$ cat src/status_bank_pkg.sv
// Constants and carrier types for the codec readback status bank.
// Assumes a single core clock domain and a plain register port.
package status_bank_pkg;

   // Register offsets (one 16-bit register per address on the plain port)
   localparam logic [7:0] interp_status_addr = 8'h18;
   localparam logic [7:0] decim_status_addr = 8'h28;
   localparam logic [7:0] din_status_addr = 8'h59;
   localparam logic [7:0] cs_left_low_addr = 8'h5A;
   localparam logic [7:0] cs_left_mid_addr = 8'h5B;
   localparam logic [7:0] cs_left_high_addr = 8'h5C;
   localparam logic [7:0] cs_right_low_addr = 8'h5D;
   localparam logic [7:0] cs_right_mid_addr = 8'h5E;
   localparam logic [7:0] cs_right_high_addr = 8'h5F;
   localparam logic [7:0] irq_status_addr = 8'h60;
   localparam logic [7:0] irq_mask_addr = 8'h61;

   // Field positions
   localparam int silence_ch2_right_bit = 6;
   localparam int silence_ch2_left_bit = 5;
   localparam int silence_ch1_right_bit = 4;
   localparam int silence_ch1_left_bit = 3;
   localparam int interp_all_muted_bit = 2;
   localparam int interp_second_muted_bit = 1;
   localparam int interp_first_muted_bit = 0;
   localparam int decim_muted_bit = 2;
   localparam int decim_overflow_bit = 0;
   localparam int tx_output_disabled_bit = 8;
   localparam int biphase_error_bit = 1;
   localparam int rx_locked_bit = 0;

   // Event bit positions in the interrupt status and mask registers
   localparam int ev_lock_change_bit = 0;
   localparam int ev_biphase_error_bit = 1;
   localparam int ev_overflow_bit = 2;
   localparam int ev_cs_change_bit = 3;
   localparam int event_count = 4;

   // Reset values and channel status width
   localparam logic [15:0] data_reset = 16'h0000;
   localparam logic [event_count-1:0] mask_reset = 4'h0;
   localparam int cs_bits = 40;

   typedef struct packed {
      logic [7:0] addr;
      logic [15:0] wdata;
      logic wr;
      logic rd;
   } reg_req_type;

   typedef struct packed {
      logic [3:0] silence;
      logic interp_all_muted;
      logic interp_second_muted;
      logic interp_first_muted;
      logic decim_muted;
      logic decim_overflow;
      logic tx_output_disabled;
      logic biphase_error;
      logic rx_locked;
   } live_status_type;

   typedef struct packed {
      logic [cs_bits-1:0] left;
      logic [cs_bits-1:0] right;
   } chan_status_type;

endpackage
$ cat src/codec_readback_status_bank.sv
// Status register bank of a stereo audio codec, read-only except the interrupt registers.
// Assumes all status inputs are synchronous levels from the codec core.
//
// Behaviour
// - Bits 6..3 report silence per input
// - Bit 2 reports whole interpolator muted
// - Bits 1,0 report channel mutes
// - Interpolator bits 15..7 are reserved
// - Decimator bit 2 reports decimator mute
// - Decimator bit 0 reports overflow
// - Bit 8 reports transmitter output disabled
// - Bit 1 reports biphase coding error
// - Bit 0 reports receiver lock
// - Status bits 39..32 in high registers
// - Status bits 31..16 in mid registers
// - Status bits 15..0 in low registers
// - Received bits keep transmitter bit meaning
// - Bit 1 audio/non-audio, bit 0 consumer
// - Bits 23..16 channel and source numbers
// - Bits 35..32 encode word length
`timescale 1ns/10ps
module codec_readback_status_bank (
   // Clock and reset
   input wire logic core_clk,
   input wire logic reset_n,
   // Register port
   input wire status_bank_pkg::reg_req_type req,
   output logic [15:0] rdata,
   // Live status from the codec core
   input wire status_bank_pkg::live_status_type live,
   input wire status_bank_pkg::chan_status_type rx_chan_status_bit,
   // Interrupt
   output logic irq
);

   typedef struct packed {
      status_bank_pkg::live_status_type live;
      status_bank_pkg::chan_status_type cs;
      logic [status_bank_pkg::event_count-1:0] ev_status;
      logic [status_bank_pkg::event_count-1:0] ev_mask;
      logic [15:0] rdata;
      logic irq;
   } state_type;

   state_type state_reg;
   state_type state_next;

   logic [15:0] rd_word;
   logic [status_bank_pkg::event_count-1:0] ev_raw;

   // Register view assembly
   always_comb begin
      rd_word = status_bank_pkg::data_reset;
      unique case (req.addr)
         status_bank_pkg::interp_status_addr: begin
            rd_word[status_bank_pkg::silence_ch2_right_bit] = state_reg.live.silence[3];
            rd_word[status_bank_pkg::silence_ch2_left_bit] = state_reg.live.silence[2];
            rd_word[status_bank_pkg::silence_ch1_right_bit] = state_reg.live.silence[1];
            rd_word[status_bank_pkg::silence_ch1_left_bit] = state_reg.live.silence[0];
            rd_word[status_bank_pkg::interp_all_muted_bit] =
               state_reg.live.interp_all_muted;
            rd_word[status_bank_pkg::interp_second_muted_bit] =
               state_reg.live.interp_second_muted;
            rd_word[status_bank_pkg::interp_first_muted_bit] =
               state_reg.live.interp_first_muted;
            // Upper bits stay zero
         end
         status_bank_pkg::decim_status_addr: begin
            rd_word[status_bank_pkg::decim_muted_bit] = state_reg.live.decim_muted;
            rd_word[status_bank_pkg::decim_overflow_bit] =
               state_reg.live.decim_overflow;
         end
         status_bank_pkg::din_status_addr: begin
            rd_word[status_bank_pkg::tx_output_disabled_bit] =
               state_reg.live.tx_output_disabled;
            rd_word[status_bank_pkg::biphase_error_bit] =
               state_reg.live.biphase_error;
            rd_word[status_bank_pkg::rx_locked_bit] = state_reg.live.rx_locked;
         end
         // Channel status words pass unchanged
         status_bank_pkg::cs_left_low_addr: rd_word = state_reg.cs.left[15:0];
         status_bank_pkg::cs_left_mid_addr: rd_word = state_reg.cs.left[31:16];
         status_bank_pkg::cs_left_high_addr: rd_word = {8'h00, state_reg.cs.left[39:32]};
         status_bank_pkg::cs_right_low_addr: rd_word = state_reg.cs.right[15:0];
         status_bank_pkg::cs_right_mid_addr: rd_word = state_reg.cs.right[31:16];
         status_bank_pkg::cs_right_high_addr: rd_word = {8'h00, state_reg.cs.right[39:32]};
         status_bank_pkg::irq_status_addr: rd_word = {12'h000, state_reg.ev_status};
         status_bank_pkg::irq_mask_addr: rd_word = {12'h000, state_reg.ev_mask};
         default: rd_word = status_bank_pkg::data_reset;
      endcase
   end

   // Event detection on the captured status
   always_comb begin
      ev_raw = '0;
      ev_raw[status_bank_pkg::ev_lock_change_bit] =
         live.rx_locked ^ state_reg.live.rx_locked;
      ev_raw[status_bank_pkg::ev_biphase_error_bit] =
         live.biphase_error & ~state_reg.live.biphase_error;
      ev_raw[status_bank_pkg::ev_overflow_bit] =
         live.decim_overflow & ~state_reg.live.decim_overflow;
      ev_raw[status_bank_pkg::ev_cs_change_bit] = (rx_chan_status_bit != state_reg.cs);
   end

   // Next-state logic
   always_comb begin
      state_next = state_reg;
      state_next.live = live;
      state_next.cs = rx_chan_status_bit;
      state_next.rdata = req.rd ? rd_word : status_bank_pkg::data_reset;
      // Only interrupt registers accept writes
      if (req.wr && req.addr == status_bank_pkg::irq_mask_addr) begin
         state_next.ev_mask = req.wdata[status_bank_pkg::event_count-1:0];
      end
      if (req.wr && req.addr == status_bank_pkg::irq_status_addr) begin
         state_next.ev_status = state_reg.ev_status & ~req.wdata[status_bank_pkg::event_count-1:0];
      end
      // Set wins over a same-cycle clear
      state_next.ev_status = state_next.ev_status | ev_raw;
      state_next.irq = |(state_next.ev_status & state_next.ev_mask);
   end

   always_ff @(posedge core_clk or negedge reset_n) begin
      if (!reset_n) begin
         state_reg <= '0;
      end else begin
         state_reg <= state_next;
      end
   end

   assign rdata = state_reg.rdata;
   assign irq = state_reg.irq;

endmodule

$ cat config.mk
export PLATFORM = sky130hd
export DESIGN_NAME = codec_readback_status_bank
export DESIGN_NICKNAME = d
export VERILOG_FILES = /design/src/status_bank_pkg.sv /design/src/codec_readback_status_bank.sv
export SDC_FILE = /design/constraint.sdc
export NUM_CORES = 1
export LEC_CHECK = 0
export ABC_AREA = 0
export BUFFER_PORTS_ARGS = -buffer_cell sky130_fd_sc_hd__buf_2
export CAP_MARGIN = 10
export CORE_ASPECT_RATIO = 1.25
export CORE_MARGIN = 2
export CORE_UTILIZATION = 47
export DETAILED_ROUTE_END_ITERATION = 16
export PLACE_DENSITY = 0.73
export SYNTH_ARGS = -nofsm -noshare
export SYNTH_HDL_FRONTEND = slang
export SYNTH_SLANG_ARGS = --single-unit
$ cat constraint.sdc
create_clock -name core_clk -period 3.05 [get_ports core_clk]
set_input_delay 0.4575 -clock core_clk [delete_from_list [all_inputs] [get_ports core_clk]]
set_output_delay 0.4575 -clock core_clk [all_outputs]
set_load 0.05 [all_outputs]
==> impl_summary.log <==
INFO  metric grt_setup_unrepaired = no
INFO  metric synth-seq-cells = 117
INFO  metric route.vias.total = approximately 3700
INFO  metric worst_slew_margin_rel = about 43%
INFO  metric post-place-cells = between 600 and 700
INFO  metric grtUsageMet1 = 30.9%
INFO  metric die_width = 96.1 um
INFO  metric worstPathMaxFanout = 2
INFO  metric place.gp.congestion = roughly 0.90
INFO  metric cts_htree_levels = 4
INFO  metric ios = between 100 and 150
INFO  metric finalWorstSetupSlack = 0.848 ns
INFO  metric worst_ep_required_time = around 3.3 ns
INFO  metric via_per_inst = between 5 and 6
INFO  metric regToRegSetupSlack = approximately 0.85 ns
INFO  metric use_met2 = roughly 40%
INFO  metric antenna_cells_inserted = 0
INFO  metric layout.cells.most_common = buf_2
INFO  metric postSynth.topFlopCell = dfrtp_1
INFO  metric routed_wirelength = 13.6 mm
INFO  metric cts_root_buffer = clkbuf_16
INFO  metric worst_hold_path_type = in -> async
INFO  metric design.die.area = 11500 um^2
INFO  metric largest_register_ff_count = 100
INFO  metric crit_type = reg -> reg
INFO  metric cts_tree = done
INFO  metric grt.total_usage = between 20% and 30%
INFO  metric setup_tns = 0 ns
INFO  metric ant_nets = 0
INFO  metric post-cts-setup-buffer-count = 0
INFO  metric wl_per_cell = 20.5 um
INFO  metric synthesis.area_per_instance = 12.7 um^2
INFO  metric clkLatencyLatePin = slightly above 0.4 ns
INFO  metric floorplan_core_area = around 10000 um^2
INFO  metric clock_tree_buffer_depth = 2
INFO  metric static-leakage-power = between 2 and 3 nW
INFO  metric rr_startpoint = state_reg[81]
INFO  metric number_of_global_route_vias_before_repair = 3926
INFO  metric run_status = complete, no violations
INFO  metric edff_count_synth = 0
INFO  metric synth.top_cells.by_area = dfrtp_1 (59%), xnor2_1 (8.6%), xor2_1 (5.8%)
INFO  metric period_share = a little over 70%
INFO  metric fraction_of_layout_cells_with_a_size_suffix_above_1 = about a third
INFO  metric final_cells = approximately 660
INFO  metric dp_hpwl = 10.2 mm
INFO  metric syn_to_final_growth = 25.9%
INFO  metric ir_drop = 0.370 mV
INFO  metric nets = 638
INFO  metric timing_worst_slew_pin_value = 0.853 ns
INFO  metric netlist_instances = about 390
INFO  metric grt-busiest-layer = met2
INFO  metric syn-num-nets = just over 500
INFO  metric drt_pass1_iterations = 5
INFO  metric numPortBuffers = between 100 and 150
INFO  metric setup-violations-final = 0
INFO  metric synth_top_area_cell = dfrtp_1
INFO  metric grt_first_pass_wirelength = ~21 mm
INFO  metric design_power_total = around 4.0 mW
INFO  metric die_height = 119 um
INFO  metric timing.max_cap.violations = 0
INFO  metric clock_sink_count = 117
INFO  metric achievable_freq = about 0.45 GHz
INFO  metric total_of_warnings_raised_by_yosys = 0
INFO  metric grt_antenna_before_repair = 0
INFO  metric ff2ff_path_depth = 5
INFO  metric globalRouteOverflowTotal = 0
INFO  metric rr_endpoint = irq
INFO  metric cts.reportedPaths.clkPinSlew = about 0.06 ns
INFO  metric synth.yosys.seq_area_share = 58.7%
INFO  metric cts.hold.buffers_added = 0
INFO  metric worstSetupStartpointType = flop
INFO  metric report.final.slew_viol_count = 0
INFO  metric worstPathArrival = 2.49 ns
INFO  metric synth_top_area_share = between 50% and 60%
INFO  metric largest_net_degree_at_the_start_of_global_routing = 55
INFO  metric initial_utilization = between 40% and 50%
INFO  metric drcViolationCount = 0
INFO  metric synth_cell_types = 53
INFO  metric total_power_divided_by_cell_area = between 600 and 700 nW/um^2
INFO  metric final.min_clock_period = roughly 2.2 ns
INFO  metric numCtsBuffers = 17
INFO  metric first_iter_violations = ~370
INFO  metric synthArstFlopShare = 100%
INFO  metric layout_common_cells = buf_2 (123), dfrtp_1 (117), xnor2_1 (49), xor2_1 (33), nand4_1 (18)
INFO  metric hold_violations = 0
INFO  metric dpl_worst_slack = approximately 0.56 ns
INFO  metric syn_area = roughly 5000 um^2
INFO  metric clock_skew = 0.00504 ns
INFO  metric row_count = 42
INFO  metric grt_use_met3 = 6.33%
INFO  metric timing.critical_path.to_type = flop
INFO  metric post_cts_resize_count = 0
## critical path, cell delays in order, from the launching register on
cell	delay (ns)
dfrtp_1	0.43
xor2_1	0.18
nor4_1	0.48
nand4_1	0.22
a2111o_1	0.43
a221o_1	0.33
## worst max-delay path by stage
stage | start | to | slack (ns)
after floorplan | req[22] | irq | 1.11
after global placement | req[18] | rdata[5] | 0.60
after detailed placement | req[19] | rdata[5] | 0.56
after CTS | state_reg[81] | irq | 0.90
after global routing | state_reg[93] | irq | 0.69
final | state_reg[81] | irq | 0.85
## cell families after synthesis
| group | Yosys count | share of synthesized area (%) |
|---|---|---|
| AO/OA/AOI/OAI | 64 | 9.61 |
| AND/OR/NAND/NOR | 87 | 9.88 |
| multiplexers | 12 | 3.34 |
| flip-flops | 117 | 58.7 |
| XOR/XNOR | 82 | 14.4 |
| buffers and inverters | 31 | 4.09 |
## cell usage after synthesis, drive strengths merged, types with 4 or more instances
cell,count
xnor2,49
clkbuf,6
nand3,8
nand2,14
a22o,4
nand4,18
buf,23
mux2,7
a21oi,16
a222oi,6
a221oi,4
xor2,33
dfrtp,117
nor2,15
nor4,12
a22oi,15
## per-stage QoR
| stage | util (%) | area [um^2] | hold slack, ns |
|---|---|---|---|
| 5_1_grt | 60.1 | 6280 | 0.0355 |
| 4_1_cts | 60.1 | 6280 | 0.0162 |
| 2_1_floorplan | - | 4990 | 0.162 |
| 3_5_place_dp | 54.3 | 5680 | 0.460 |
| 3_3_place_gp | 54.3 | 5680 | 0.453 |
| 6_report | 60.1 | 6280 | 0.00878 |
## layer usage
metal  vias up  share of wire (%)
met5         -                  0
met4         0                4.4
met3        41                5.7
met2       170                 51
met1      1865                 39
li1       1655                  -
## layout make-up
cell class / instances / area [um^2]
Multi-Input combinational cell: 245 / 1860
Clock buffer: 17 / 425
Fill cell: 854 / 4180
Inverter: 2 / 7.51
Sequential cell: 117 / 2930
Timing Repair Buffer: 135 / 718
Tap cell: 132 / 165
Clock inverter: 15 / 180
## power breakdown
part,internal (mW),leakage (nW),switching [mW],total [mW]
clock network,1.29,0.290,0.719,2.01
logic,0.150,1.12,0.178,0.328
registers,1.62,1.40,0.0531,1.67
total,3.06,2.81,0.951,4.01
No activity file was read; power rests on OpenSTA's default activity.
